$ cat config.mk
export PLATFORM = sky130hd
export DESIGN_NAME = bdce_top
export DESIGN_NICKNAME = d
export VERILOG_FILES = /design/src/rtl/unused_placeholder_none.sv /design/src/inc/bdce_pkg.sv /design/src/inc/bdce_dly_if.sv /design/src/rtl/bdce_delay_timer.sv /design/src/rtl/bdce_top.sv
export SDC_FILE = /design/constraint.sdc
export NUM_CORES = 1
export LEC_CHECK = 0
export ABC_AREA = 1
export BUFFER_PORTS_ARGS = -buffer_cell sky130_fd_sc_hd__buf_2
export CAP_MARGIN = 20
export CORE_MARGIN = 2
export CORE_UTILIZATION = 30
export CTS_BUF_LIST = sky130_fd_sc_hd__clkbuf_8 sky130_fd_sc_hd__clkbuf_16
export DETAILED_ROUTE_END_ITERATION = 6
export SYNTH_ARGS = -nofsm -noshare
export SYNTH_HDL_FRONTEND = slang
export SYNTH_SLANG_ARGS = --single-unit
$ cat constraint.sdc
create_clock -name CLK -period 2 [get_ports CLK]
set_clock_uncertainty 0.2 [all_clocks]
set_input_delay 0.6 -clock CLK [delete_from_list [all_inputs] [get_ports CLK]]
set_output_delay 0.6 -clock CLK [all_outputs]
set_load 0.01 [all_outputs]
$ cat src/rtl/unused_placeholder_none.sv
// intentionally empty design unit list; holds no logic
`timescale 1ns/1ns
`default_nettype none
`default_nettype wire

$ cat src/inc/bdce_pkg.sv
// shared constants for the balance delay and channel enable register bank
package bdce_pkg;
  // register indices as printed; byte address is four times the index
  localparam logic [7:0] IDX_BAL_RECOVERY_DELAY = 8'h63;
  localparam logic [7:0] IDX_CELL_CHANNEL_ENABLE = 8'h64;
  localparam logic [11:0] ADDR_BAL_RECOVERY_DELAY = {2'h0, IDX_BAL_RECOVERY_DELAY, 2'h0};
  localparam logic [11:0] ADDR_CELL_CHANNEL_ENABLE = {2'h0, IDX_CELL_CHANNEL_ENABLE, 2'h0};
  // reset values
  localparam logic [15:0] RST_BAL_RECOVERY_DELAY = 16'h0000;
  localparam logic [15:0] RST_CELL_CHANNEL_ENABLE = 16'h0000;
  // field positions
  localparam int CELL_DLY_LSB = 8;
  localparam int SW_DLY_LSB = 0;
  localparam int DLY_W = 8;
  localparam int STACK_EN_BIT = 14;
  localparam int CELL_COUNT = 14;
  localparam logic [15:0] CHAN_EN_MASK = 16'h7fff;
  // measure-during-balancing code bit: 1x selects post-pair measurement
  localparam int MEAS_BAL_HI_BIT = 1;
  // delay step timing
  localparam int CLK_PERIOD_NS = 10;
  localparam int STEP_US = 96;
  localparam int STEP_CYCLES = (STEP_US * 1000 + CLK_PERIOD_NS - 1) / CLK_PERIOD_NS;
  // delay controller states
  typedef enum logic [1:0] {
    ST_IDLE = 2'b00,
    ST_WAIT = 2'b01,
    ST_FIRE = 2'b11
  } bdce_state_t;
endpackage

$ cat src/inc/bdce_dly_if.sv
// carrier between the register bank and its recovery delay timer
`timescale 1ns/1ns
`default_nettype none
interface bdce_dly_if;
  logic load; // one-cycle start of a delay
  logic [7:0] value; // steps of the selected delay field
  logic busy; // timer counting
  logic done; // one-cycle pulse, delay over
  modport ctl (output load, output value, input busy, input done);
  modport tmr (input load, input value, output busy, output done);
endinterface
`default_nettype wire

$ cat src/rtl/bdce_delay_timer.sv
// recovery delay down-counter paced by a step tick
`timescale 1ns/1ns
`default_nettype none
module bdce_delay_timer #(
  parameter int TICK_CYCLES = bdce_pkg::STEP_CYCLES // clocks per delay step
) (
  input wire logic clk, // device clock
  input wire logic rst, // synchronous reset, high
  bdce_dly_if.tmr dly // load in, busy and done out
);
  logic [15:0] tick_cnt_reg; // step divider
  logic tick; // one-cycle step enable
  logic [7:0] steps_reg; // remaining steps
  logic busy_reg; // counting
  logic done_reg; // end pulse

  assign tick = (tick_cnt_reg == 16'(TICK_CYCLES - 1));
  assign dly.busy = busy_reg;
  assign dly.done = done_reg;

  // divider restarts on load so the first step is a full step
  always_ff @(posedge clk) begin
    if (rst || dly.load || !busy_reg || tick) begin
      tick_cnt_reg <= 16'h0000; // RQ11
    end else begin
      tick_cnt_reg <= tick_cnt_reg + 16'h0001;
    end
  end

  // down-counter, zero ends the wait
  always_ff @(posedge clk) begin
    if (rst) begin
      steps_reg <= 8'h00;
      busy_reg <= 1'b0;
    end else if (dly.load) begin
      steps_reg <= dly.value; // RQ11
      busy_reg <= 1'b1;
    end else if (busy_reg && steps_reg == 8'h00) begin
      busy_reg <= 1'b0; // RQ11
    end else if (busy_reg && tick) begin
      steps_reg <= steps_reg - 8'h01; // RQ11
    end
  end

  // done pulse one cycle after zero is seen
  always_ff @(posedge clk) begin
    if (rst) begin
      done_reg <= 1'b0;
    end else begin
      done_reg <= busy_reg && !dly.load && steps_reg == 8'h00; // RQ11
    end
  end
endmodule
`default_nettype wire

$ cat src/rtl/bdce_top.sv
// balance recovery delay and cell channel enable registers with apb slave
// What this block does
// RQ1: cell-path delay is upper byte, 96us steps
// RQ2: cell delay used when alternate mux clear
// RQ3: switch-path delay is lower byte, 96us steps
// RQ4: switch delay used when alternate mux set
// RQ5: both delay fields reset zero, plain read/write
// RQ6: stack enable adds block channel and divider
// RQ7: comparator scans never measure block channel
// RQ8: divider held engaged for whole scan
// RQ9: software sets stack enable only with alternate mux; the block takes stack enable whatever ALTERNATE_MUX_SELECT is
// RQ10: fourteen cell enables, bit k is cell k+1
// RQ11: delay is down-counter on 96us tick
`timescale 1ns/1ns
`default_nettype none
module bdce_top #(
  parameter int TICK_CYCLES = bdce_pkg::STEP_CYCLES // clocks per 96us step
) (
  input wire logic CLK, // 100 MHz device clock
  input wire logic RST, // synchronous reset, high
  // apb slave
  input wire logic PSEL, // slave select
  input wire logic PENABLE, // access phase
  input wire logic PWRITE, // write when high
  input wire logic [11:0] PADDR, // byte address
  input wire logic [31:0] PWDATA, // write data
  input wire logic [3:0] PSTRB, // byte lane strobes
  output logic [31:0] PRDATA, // read data
  output logic PREADY, // transfer complete
  output logic PSLVERR, // unmapped address
  // sequencer context
  input wire logic SCAN_ACTIVE, // level, scan in progress
  input wire logic SCAN_IS_ADC, // level, scan uses adc, low for comparator
  input wire logic MANUAL_BAL, // level, manual balancing mode
  input wire logic AUTO_BAL, // level, automatic balancing or discharge
  input wire logic AUTO_SWITCH_DISABLE, // level, auto switch disable
  input wire logic ALTERNATE_MUX_SELECT, // level, switch-sense mux chosen
  input wire logic [1:0] MEASURE_DURING_BALANCING, // level, measurement mode
  input wire logic MEAS_REQ, // pulse, manual adc measurement request
  input wire logic PAIR_DONE, // pulse, even/odd discharge pair finished
  // to sequencer and analog front
  output logic MEAS_START, // pulse, start adc measurement
  output logic DELAY_BUSY, // level, recovery wait running
  output logic STACK_MEASURE, // level, block channel in this scan
  output logic DIVIDER_ENGAGE, // level, block divider connected
  output logic [13:0] CELL_MEASURE_EN // level, per-cell enables
);
  // register storage
  logic [15:0] bal_recovery_delay_reg; // both delay fields
  logic [15:0] cell_channel_enable_reg; // stack enable and cell enables
  logic [15:0] bal_recovery_delay_next; // value after write
  logic [15:0] cell_channel_enable_next; // value after write
  // bus
  logic pready_reg; // one cycle per access
  logic [31:0] prdata_reg; // captured read word
  logic pslverr_reg; // error flag
  logic wr_en; // write takes effect this edge
  logic addr_hit_dly; // decode of delay register
  logic addr_hit_chan; // decode of channel register
  // sequencing
  bdce_pkg::bdce_state_t state_reg; // delay controller state
  bdce_pkg::bdce_state_t state_next; // next state
  logic manual_case; // manual request needing a delay
  logic auto_case; // automatic pair needing a delay
  logic plain_case; // manual request with no delay
  logic [7:0] sel_delay; // delay field chosen by mux select
  logic meas_start_reg; // start pulse
  logic scan_active_d_reg; // previous scan level
  logic stack_scan_reg; // block channel taken for this scan
  logic [13:0] cell_en_reg; // cell enable output copy
  logic delay_busy_reg; // busy output copy

  bdce_dly_if dly (); // link to the timer

  // merge a 16-bit register with the enabled low byte lanes
  function automatic logic [15:0] lane_merge(input logic [15:0] old,
                                             input logic [31:0] wd,
                                             input logic [3:0] strb,
                                             input logic [15:0] mask);
    logic [15:0] res;
    res = old;
    if (strb[0]) begin
      res[7:0] = wd[7:0];
    end
    if (strb[1]) begin
      res[15:8] = wd[15:8];
    end
    lane_merge = res & mask;
  endfunction

  // address decode
  assign addr_hit_dly = (PADDR == bdce_pkg::ADDR_BAL_RECOVERY_DELAY);
  assign addr_hit_chan = (PADDR == bdce_pkg::ADDR_CELL_CHANNEL_ENABLE);

  // writes land at the completing access edge only
  assign wr_en = PSEL && PENABLE && pready_reg && PWRITE;

  // next register values, reserved bit 15 of channel register stays zero
  always_comb begin
    bal_recovery_delay_next = bal_recovery_delay_reg;
    cell_channel_enable_next = cell_channel_enable_reg;
    if (wr_en && addr_hit_dly) begin
      bal_recovery_delay_next = lane_merge(bal_recovery_delay_reg, PWDATA, PSTRB,
                                           16'hffff); // RQ5
    end
    if (wr_en && addr_hit_chan) begin
      cell_channel_enable_next = lane_merge(cell_channel_enable_reg, PWDATA, PSTRB,
                                            bdce_pkg::CHAN_EN_MASK); // RQ10
    end
  end

  // delay register, reset gives no added recovery wait
  always_ff @(posedge CLK) begin
    if (RST) begin
      bal_recovery_delay_reg <= bdce_pkg::RST_BAL_RECOVERY_DELAY; // RQ5
    end else begin
      bal_recovery_delay_reg <= bal_recovery_delay_next;
    end
  end

  // channel enable register
  always_ff @(posedge CLK) begin
    if (RST) begin
      cell_channel_enable_reg <= bdce_pkg::RST_CELL_CHANNEL_ENABLE; // RQ10
    end else begin
      cell_channel_enable_reg <= cell_channel_enable_next;
    end
  end

  // ready rises in the access phase, so every access has no wait state
  always_ff @(posedge CLK) begin
    if (RST) begin
      pready_reg <= 1'b0;
    end else begin
      pready_reg <= PSEL && !PENABLE;
    end
  end

  // read data and error captured in the setup cycle
  always_ff @(posedge CLK) begin
    if (RST) begin
      prdata_reg <= 32'h00000000;
      pslverr_reg <= 1'b0;
    end else if (PSEL && !PENABLE) begin
      pslverr_reg <= !(addr_hit_dly || addr_hit_chan);
      if (PWRITE) begin
        prdata_reg <= 32'h00000000; // reads only return data
      end else if (addr_hit_dly) begin
        prdata_reg <= {16'h0000, bal_recovery_delay_reg}; // RQ5
      end else if (addr_hit_chan) begin
        prdata_reg <= {16'h0000, cell_channel_enable_reg};
      end else begin
        prdata_reg <= 32'h00000000; // unmapped reads as zero
      end
    end else if (!PSEL) begin
      pslverr_reg <= 1'b0; // error only shown with its transfer
    end
  end

  assign PREADY = pready_reg;
  assign PRDATA = prdata_reg;
  assign PSLVERR = pslverr_reg;

  // the two situations that insert a recovery wait
  assign manual_case = MEAS_REQ && MANUAL_BAL && AUTO_SWITCH_DISABLE; // RQ2 RQ4
  assign auto_case = PAIR_DONE && AUTO_BAL &&
                     MEASURE_DURING_BALANCING[bdce_pkg::MEAS_BAL_HI_BIT]; // RQ2 RQ4
  // a manual request without the switch disable starts at once
  assign plain_case = MEAS_REQ && !manual_case;

  // mux select picks which field is waited out
  always_comb begin
    if (ALTERNATE_MUX_SELECT) begin
      sel_delay = bal_recovery_delay_reg[bdce_pkg::SW_DLY_LSB +: bdce_pkg::DLY_W]; // RQ3 RQ4
    end else begin
      sel_delay = bal_recovery_delay_reg[bdce_pkg::CELL_DLY_LSB +: bdce_pkg::DLY_W]; // RQ1 RQ2
    end
  end

  // timer load happens when idle and a delayed case arrives
  assign dly.load = (state_reg == bdce_pkg::ST_IDLE) && (manual_case || auto_case);
  assign dly.value = sel_delay;

  // delay controller next state
  always_comb begin
    state_next = state_reg;
    unique case (state_reg)
      bdce_pkg::ST_IDLE: begin
        if (manual_case || auto_case) begin
          state_next = bdce_pkg::ST_WAIT; // RQ11
        end else if (plain_case) begin
          state_next = bdce_pkg::ST_FIRE; // no wait asked for
        end
      end
      bdce_pkg::ST_WAIT: begin
        if (dly.done) begin
          state_next = bdce_pkg::ST_FIRE; // RQ11
        end
      end
      bdce_pkg::ST_FIRE: begin
        state_next = bdce_pkg::ST_IDLE;
      end
      default: begin
        state_next = bdce_pkg::ST_IDLE; // code 2'b10 is illegal
      end
    endcase
  end

  // controller state; requests during a wait are dropped, one wait at a time
  always_ff @(posedge CLK) begin
    if (RST) begin
      state_reg <= bdce_pkg::ST_IDLE;
    end else begin
      state_reg <= state_next;
    end
  end

  // start pulse registered from the fire state
  always_ff @(posedge CLK) begin
    if (RST) begin
      meas_start_reg <= 1'b0;
    end else begin
      meas_start_reg <= (state_next == bdce_pkg::ST_FIRE); // RQ11
    end
  end

  // busy flag copy of the wait state
  always_ff @(posedge CLK) begin
    if (RST) begin
      delay_busy_reg <= 1'b0;
    end else begin
      delay_busy_reg <= (state_next == bdce_pkg::ST_WAIT);
    end
  end

  // block channel latched at scan start so a mid-scan write cannot drop the divider
  always_ff @(posedge CLK) begin
    if (RST) begin
      scan_active_d_reg <= 1'b0;
      stack_scan_reg <= 1'b0;
    end else begin
      scan_active_d_reg <= SCAN_ACTIVE;
      if (!SCAN_ACTIVE) begin
        stack_scan_reg <= 1'b0; // RQ8
      end else if (!scan_active_d_reg) begin
        stack_scan_reg <= cell_channel_enable_reg[bdce_pkg::STACK_EN_BIT] &&
                          SCAN_IS_ADC; // RQ6 RQ7
      end
    end
  end

  // cell enables passed to the sequencer
  always_ff @(posedge CLK) begin
    if (RST) begin
      cell_en_reg <= 14'h0000;
    end else begin
      cell_en_reg <= cell_channel_enable_reg[bdce_pkg::CELL_COUNT-1:0]; // RQ10
    end
  end

  assign MEAS_START = meas_start_reg;
  assign DELAY_BUSY = delay_busy_reg;
  assign STACK_MEASURE = stack_scan_reg; // RQ6
  assign DIVIDER_ENGAGE = stack_scan_reg; // RQ8
  assign CELL_MEASURE_EN = cell_en_reg;

  // step timer
  bdce_delay_timer #(
    .TICK_CYCLES(TICK_CYCLES)
  ) u_timer (
    .clk(CLK),
    .rst(RST),
    .dly(dly)
  );
endmodule
`default_nettype wire

==> impl_metrics.ini, run 1 <==
[outcome]
status = completed

[power_and_ir_drop]
cellLeakagePower_nw = 2.64
powerDensity_nw_per_um2 = 737
total_power_mw = 3.92
ir_drop_v = 0.000366

[detailed_routing]
first_iter_violations = 203
wl_mm = 10.0
vias = 3961
via_per_inst = 4.25
wl_per_cell_um = 10.8
drc = 0
ant_nets = 0
dr.pass1.iters = 4

[final_layout]
multi_input_area_um2 = 2070
regArea_um2 = 1900
nets = 810
final_common_cell = nand2_1
diodes = 0
drive_gt1_frac = 0.182
final_cell_mix = 183 x nand2_1, 127 x nor2_1, 95 x dfxtp_1, 79 x buf_2, 66 x inv_1
nFillCells = 1589
area_growth_pct = 20.4

[critical_path]
crit_type = reg2reg
r2r-start = u_timer.tick_cnt_reg[0]$_SDFF_PP0_
r2r_end = u_timer.tick_cnt_reg[9]$_SDFF_PP0_
cp_max_fo = 11
arrival_ns = 1.80
cp-end-kind = flip-flop
required_ns = 2.02
rr_worst_depth = 7
ff2ff_setup_slack_ns = 0.21
startpoint_type = flip-flop

[synth]
synth_top_cell_area_share = 0.430
synth.distinct_cells = 29
synth_top_area_cell = dfxtp_1
synth_area_um2 = 4420
yosysWarnings = 0
yosys_register_bits = 95
synth.area.top_cells = dfxtp_1 43%, nand2_1 16%, nor2_1 11%, nand3_1 6.6%, inv_1 5.6%
syn_inst = 655
syn_area_per_cell_um2 = 6.75
synth_seq_area_share = 0.430

[hold_path]
hp-class = reg2reg
hold_end = CELL_MEASURE_EN[0]$_SDFF_PP0_
hold_path_depth = 2
holdCritStartpoint = cell_channel_enable_reg[0]$_SDFFE_PP0P_

[timing]
hold_viol_final = 0
max_freq_ghz = 0.559
post-route-period-util = 0.894
report.final.slew_viol_count = 0
setup_viol = 0
fin_hold_ws_ns = 0.256
rsz0062_at_grt = no
min_period_ns = 1.79

[cts]
htree_levels = 3
clk_pin_slew_ns = 0.07
postCtsSetupRepairBufs = 0
cts_repair_resize_count = 0
clock-sinks = 95
cts-root-buf = clkbuf_16
cts_hold_buf = 0
numCtsBuffers = 9
cts_tree = built
insertion_delay_ns = 0.35
clk_path_buf_depth = 2

[global_routing]
grt_use_total = 0.132
grt_pass1_vias = 3710
grt_max_degree = 37
grt-ovfl-total = 0
grt_pass1_wl_mm = 17.0
antenna_found_initial = 0

[placed_design]
place_congestion = 0.829
hpwlAfterDp_mm = 7.41
placement.io_buffers = 79

[job]
cap_violations = 0

[floorplanning]
fp.coreArea_um2 = 14500
initial_utilization = 0.305
io_pins = 115
die_y_um = 125
fp.dieArea_um2 = 15700
die_w_um = 125
num_rows = 44
==> cell type report <==
| class | instances | share of cell area |
|---|---|---|
| clock buffers | 10 | 0.0449 |
| flip-flops and latches | 95 | 0.357 |
| multi-input cells | 469 | 0.389 |
| repair buffers | 102 | 0.107 |
| clock inverters | 6 | 0.0113 |
| inverters | 67 | 0.0473 |
| well taps | 184 | 0.0433 |
==> critical path: stages, from the launching register on <==
cell and delay, ns:
dfxtp_1 0.38, ha_1 0.18, nand2_1 0.10, nor2_1 0.16, nand3_1 0.11, nor2b_2 0.17
inv_1 0.27, a21oi_1 0.08
==> cells in the mapped netlist <==
master,instances
nor2b_2,1
nor2_4,1
buf_1,1
nor2_2,3
buf_6,4
nand4_1,2
clkbuf_1,8
or2_2,1
o211ai_1,2
clkinv_1,1
a21oi_1,28
buf_4,17
ha_1,3
nand3b_1,3
nand3_1,58
nand2_4,2
o21ai_1,1
nor3_4,2
dfxtp_1,95
conb_1,1
nand2_1,183
nand2_2,8
buf_2,9
nor2_1,127
inv_1,66
o21ai_0,12
nor3_1,7
xnor2_1,4
xor2_1,5
==> logic make-up after synthesis <==
logic type / synth area share
AOI/OAI and AO/OA: 0.0498
DFF: 0.430
other: 0.000849
adders and majority gates: 0.00849
buffers and inverters: 0.114
xor gates and xnor gates: 0.0178
and+or+nand+nor: 0.379
==> through the flow <==
step	instances	setup TNS [ns]	worst slack (ns)	cell area, µm²	utilization
after floorplan	670	0	0.157	4480	-
after global placement	917	-2.47	-0.138	5020	0.347
after detailed placement	917	-2.79	-0.142	5020	0.347
after CTS	933	0	0.179	5320	0.368
after global routing	933	0	0.0170	5320	0.368
final	933	0	0.212	5320	0.368
==> how the worst max path moves through the flow <==
stage / startpoint / depth (start not counted) / slack [ns] / endpoint
after detailed placement: PADDR[1] / 9 / -0.14 / cell_channel_enable_reg[0]$_SDFFE_PP0P_
after CTS: u_timer.tick_cnt_reg[0]$_SDFF_PP0_ / 7 / 0.18 / u_timer.tick_cnt_reg[10]$_SDFF_PP0_
final: u_timer.tick_cnt_reg[0]$_SDFF_PP0_ / 7 / 0.21 / u_timer.tick_cnt_reg[9]$_SDFF_PP0_
after global routing: u_timer.tick_cnt_reg[0]$_SDFF_PP0_ / 7 / 0.02 / u_timer.tick_cnt_reg[9]$_SDFF_PP0_
after floorplan: PADDR[7] / 10 / 0.16 / cell_channel_enable_reg[0]$_SDFFE_PP0P_
after global placement: PADDR[11] / 9 / -0.14 / cell_channel_enable_reg[7]$_SDFFE_PP0P_
==> per-layer routing <==
layer  part of all wire  vias up  GRT usage  wire [µm]
li1                   -     2158          -          -
met1               0.52     1707      0.178       5190
met2               0.42       83      0.206       4230
met3              0.048       13     0.0381        482
met4              0.014        0     0.0379        139
met5                  0        -          0          0
==> report_power, final <==
group	internal, mW	switching [mW]
Clock	0.996	0.729
Sequential	1.91	0.00955
Combinational	0.105	0.175
(Power assumes the default switching activity.)
==> run 2, diff against run 1 <==
--- a/config.mk
+++ b/config.mk
@@ -8,10 +8,14 @@
 export ABC_AREA = 1
 export BUFFER_PORTS_ARGS = -buffer_cell sky130_fd_sc_hd__buf_2
 export CAP_MARGIN = 20
+export CELL_PAD_IN_SITES_DETAIL_PLACEMENT = 1
+export CELL_PAD_IN_SITES_GLOBAL_PLACEMENT = 1
 export CORE_MARGIN = 2
 export CORE_UTILIZATION = 30
 export CTS_BUF_LIST = sky130_fd_sc_hd__clkbuf_8 sky130_fd_sc_hd__clkbuf_16
 export DETAILED_ROUTE_END_ITERATION = 6
+export PLACE_DENSITY_LB_ADDON = 0.1
+export SKIP_LAST_GASP = 1
 export SYNTH_ARGS = -nofsm -noshare
 export SYNTH_HDL_FRONTEND = slang
 export SYNTH_SLANG_ARGS = --single-unit
==> impl_metrics.ini, run 2 (synthesized netlist as in run 1, its figures left out) <==
[cts]
insertion_delay_ns = 0.35
cts_hold_buf = 0
htree_levels = 3
cts_repair_resize_count = 0
postCtsSetupRepairBufs = 0
clk_path_buf_depth = 2
clock-sinks = 95
numCtsBuffers = 9
clk_pin_slew_ns = 0.07
cts-root-buf = clkbuf_16
cts_tree = built

[timing]
setup_viol = 0
fin_hold_ws_ns = 0.254
report.final.slew_viol_count = 0
timing.setup.tns_ns = 0
max_freq_ghz = 0.563
post-route-period-util = 0.888
min_period_ns = 1.78
rsz0062_at_grt = no
hold_viol_final = 0

[power_and_ir_drop]
total_power_mw = 3.98
cellLeakagePower_nw = 2.68
powerDensity_nw_per_um2 = 738
ir_drop_v = 0.000435

[job]
cap_violations = 0

[hold_path]
hp-class = reg2reg

[critical_path]
critPathLaunch = PADDR[11]
worstSetupEndpoint = cell_channel_enable_reg[5]$_SDFFE_PP0P_
startpoint_type = input pin
cp-end-kind = flip-flop
r2r_end = u_timer.steps_reg[6]$_SDFFE_PP0P_
required_ns = 2.04
arrival_ns = 1.82
r2r-start = u_timer.tick_cnt_reg[0]$_SDFF_PP0_
crit_type = in2reg
rr_worst_depth = 8
cp_max_fo = 16
ff2ff_setup_slack_ns = 0.24

[floorplanning]
die_y_um = 125
fp.dieArea_um2 = 15700
die_w_um = 125
initial_utilization = 0.305
fp.coreArea_um2 = 14500
num_rows = 44
io_pins = 115

[final_layout]
design_area_um2 = 5400
finalNonFillerCells = 937
final_cell_mix = 183 x nand2_1, 126 x nor2_1, 95 x dfxtp_1, 79 x buf_2, 66 x inv_1
nFillCells = 1887
nets = 814
final_common_cell = nand2_1
drive_gt1_frac = 0.187
area_growth_pct = 22.1
diodes = 0

[global_routing]
grt_pass1_vias = 4379
grt_pass1_wl_mm = 21.6
antenna_found_initial = 0
grt_use_total = 0.172
grt-ovfl-total = 0
grt_max_degree = 41

[placed_design]
place_congestion = 0.762
hpwlAfterDp_mm = 9.51
placement.io_buffers = 79
placed_cells = 921
dpl_cell_area_um2 = 5090

[detailed_routing]
first_iter_violations = 172
vias = 4171
wl_per_cell_um = 13.7
drc = 0
via_per_inst = 4.45
dr.pass1.iters = 4
wl_mm = 12.8
ant_nets = 0

[outcome]
status = completed
run 2: worst min-delay path by stage:
stage,startpoint,to,slack [ns],depth (start not counted)
finish,cell_channel_enable_reg[4]$_SDFFE_PP0P_,CELL_MEASURE_EN[4]$_SDFF_PP0_,0.25,2
global route,cell_channel_enable_reg[13]$_SDFFE_PP0P_,CELL_MEASURE_EN[13]$_SDFF_PP0_,0.27,2
CTS,cell_channel_enable_reg[0]$_SDFFE_PP0P_,CELL_MEASURE_EN[0]$_SDFF_PP0_,0.25,2
detailed placement,cell_channel_enable_reg[13]$_SDFFE_PP0P_,CELL_MEASURE_EN[13]$_SDFF_PP0_,0.24,2
global placement,cell_channel_enable_reg[3]$_SDFFE_PP0P_,CELL_MEASURE_EN[3]$_SDFF_PP0_,0.25,2
floorplan,cell_channel_enable_reg[0]$_SDFFE_PP0P_,CELL_MEASURE_EN[0]$_SDFF_PP0_,0.23,2
run 2: routing by layer:
| metal | share of wire | global-route usage | vias up | wire length [µm] |
|---|---|---|---|---|
| met5 | 0 | 0 | - | 0 |
| met4 | 0.010 | 0.0444 | 0 | 131 |
| met3 | 0.031 | 0.0441 | 11 | 399 |
| met2 | 0.50 | 0.302 | 45 | 6460 |
| met1 | 0.45 | 0.209 | 1953 | 5810 |
| li1 | - | - | 2162 | - |
run 2: report_power, final:
group          internal [mW]  switching (mW)
combinational          0.114           0.192
sequential              1.91          0.0103
clock                  0.999           0.759
run 2: area by class of cell:
type | instances | area [µm²] | area share
Timing Repair Buffer | 106 | 636 | 0.118
Clock inverter | 6 | 61.3 | 0.0114
Sequential cell | 95 | 1900 | 0.352
Multi-Input combinational cell | 469 | 2070 | 0.384
Inverter | 67 | 255 | 0.0473
Tap cell | 184 | 230 | 0.0427
Clock buffer | 10 | 239 | 0.0443
run 2: critical path, cell delays in order:
cell and delay [ns]:
buf_2 0.10, nor2_1 0.09, nand3_1 0.08, nor2_2 0.16
nand2_1 0.11, nor2_2 0.20, nand2_2 0.24, nor2_1 0.18
nor2_1 0.06
run 2: through the flow:
stage,utilization,setup WS [ns]
final,0.373,0.224
after global routing,0.373,0.0399
after CTS,0.372,0.115
after detailed placement,0.352,-0.169
after global placement,0.352,-0.103
after floorplan,-,0.157
==> run 3, diff against run 2 <==
==> constraint.sdc (replaced) <==
create_clock -name CLK -period 2 [get_ports CLK]
set_clock_uncertainty 0.2 [all_clocks]
set_input_delay 0.2 -clock CLK [delete_from_list [all_inputs] [get_ports CLK]]
set_output_delay 0.2 -clock CLK [all_outputs]
set_load 0.01 [all_outputs]
==> impl_metrics.ini, run 3 (synthesized netlist as in run 1, its figures left out) <==
[final_layout]
final_cell_mix = 183 x nand2_1, 127 x nor2_1, 95 x dfxtp_1, 79 x buf_2, 65 x inv_1
area_growth_pct = 23.8
drive_gt1_frac = 0.170
nFillCells = 1878
diodes = 0
nets = 822
fin_util = 0.378
final_common_cell = nand2_1
regArea_um2 = 1900
multi_input_area_um2 = 2070

[critical_path]
rr_worst_depth = 8
crit_path_max_incr_delay_ns = 0.38
critPathLaunch = u_timer.tick_cnt_reg[0]$_SDFF_PP0_
r2r_end = u_timer.tick_cnt_reg[10]$_SDFF_PP0_
r2r-start = u_timer.tick_cnt_reg[0]$_SDFF_PP0_
cp_max_fo = 4
startpoint_type = flip-flop
crit_slowest_cell = dfxtp_1
required_ns = 2.04
crit_type = reg2reg
crit_path_cell_trace = ha_1 -> nand2_1 -> buf_4 -> nor2_1 -> nand2_1 -> nor2_1 -> xor2_1 -> nor2_1
arrival_ns = 1.83
ff2ff_setup_slack_ns = 0.21
worstSetupEndpoint = u_timer.tick_cnt_reg[10]$_SDFF_PP0_
crit_top_cell = nor2_1
cp-end-kind = flip-flop

[timing]
rsz0062_at_grt = no
fin_ws_ns = 0.211
report.final.slew_viol_count = 0
post-route-period-util = 0.895
hold_viol_final = 0
setup_viol = 0
timing.setup.tns_ns = 0
max_freq_ghz = 0.559
min_period_ns = 1.79

[placed_design]
hpwlAfterDp_mm = 9.11
place_congestion = 0.744
dp_slack_ns = 0.186
placement.io_buffers = 79

[detailed_routing]
wl_mm = 12.8
top_layer_used = met4
first_iter_violations = 144
dr_wl_met3_um = 374
wirelength_met1_mm = 5.87
via_per_inst = 4.41
ant_nets = 0
drc = 0
vias = 4164
wl_per_cell_um = 13.5
wl_met2_mm = 6.42
dr.pass1.iters = 4

[global_routing]
grt_pass1_vias = 4364
grt-ovfl-total = 0
grt_pass1_wl_mm = 21.4
grt_use_total = 0.170
grt_max_degree = 41
antenna_found_initial = 0

[cts]
cts-root-buf = clkbuf_16
insertion_delay_ns = 0.35
clk_pin_slew_ns = 0.06
numCtsBuffers = 9
postCtsSetupRepairBufs = 0
cts_tree = built
htree_levels = 3
clock-sinks = 95
clk_path_buf_depth = 2

[power_and_ir_drop]
cellLeakagePower_nw = 2.69
powerDensity_nw_per_um2 = 726
total_power_mw = 3.97
ir_drop_v = 0.000484

[floorplanning]
die_w_um = 125
fp.dieArea_um2 = 15700
num_rows = 44
die_y_um = 125
fp.coreArea_um2 = 14500
initial_utilization = 0.305
io_pins = 115

[job]
cap_violations = 0

[hold_path]
hp-class = in2reg

[outcome]
status = completed
run 3: changes by cell type in the layout (fill, tap and decap cells not counted), sizes merged:
cell / change
buf: -12
inv: -1
bufinv: -1
clkbuf: +3
dlygate4sd3: +20
clkinv: -2
clkinvlp: +1
run 3: per-stage QoR:
step / instance area [µm²] / instances / hold WS [ns]
2_1_floorplan: 4480 / 670 / 0.115
3_3_place_gp: 4960 / 909 / 0.226
3_5_place_dp: 4960 / 909 / 0.245
4_1_cts: 5470 / 945 / 0.00944
5_1_grt: 5470 / 945 / 0.0207
6_report: 5470 / 945 / 0.0179
run 3: worst min-delay path by stage:
| stage | startpoint | to | slack (ns) | cells past startpoint |
|---|---|---|---|---|
| CTS | RST | u_timer.dly.done$_SDFF_PP0_ | 0.009 | 4 |
| floorplan | SCAN_ACTIVE | scan_active_d_reg$_SDFF_PP0_ | 0.12 | 2 |
| finish | RST | u_timer.dly.done$_SDFF_PP0_ | 0.02 | 4 |
| global route | RST | u_timer.dly.done$_SDFF_PP0_ | 0.02 | 4 |
| detailed placement | SCAN_ACTIVE | scan_active_d_reg$_SDFF_PP0_ | 0.24 | 3 |
| global placement | SCAN_ACTIVE | scan_active_d_reg$_SDFF_PP0_ | 0.23 | 3 |
run 3: area by class of cell:
class                      instances  area share
tap                              184      0.0421
timing repair buffer             114       0.129
clock inverter                     3     0.00457
sequential                        95       0.348
multi-input combinational        469       0.378
clock buffer                      13      0.0512
inverter                          67      0.0466
run 3: routing by layer:
layer,up-vias,GRT usage
li1,2182,-
met1,1930,0.205
met2,45,0.306
met3,7,0.0415
met4,0,0.0353
met5,-,0
run 3: report_power, final:
group	switching (mW)	internal [mW]
Sequential	0.0107	1.91
Combinational	0.193	0.124
Clock	0.754	0.984
Total	0.958	3.02
run 3: critical path: cells and delay by family (launching register included):
family,cells,cell delay [ns]
XOR/XNOR,1,0.20
adder cells (fa/ha/maj),1,0.18
buffers and inverters,1,0.14
flip-flops,1,0.38
AND/OR/NAND/NOR,5,0.58
run 3: repair_timing:
item,CTS,global route
gates resized for setup,0,1
hold endpoints to repair,34,0
endpoints found under the setup margin,0,2
hold buffers,20,0
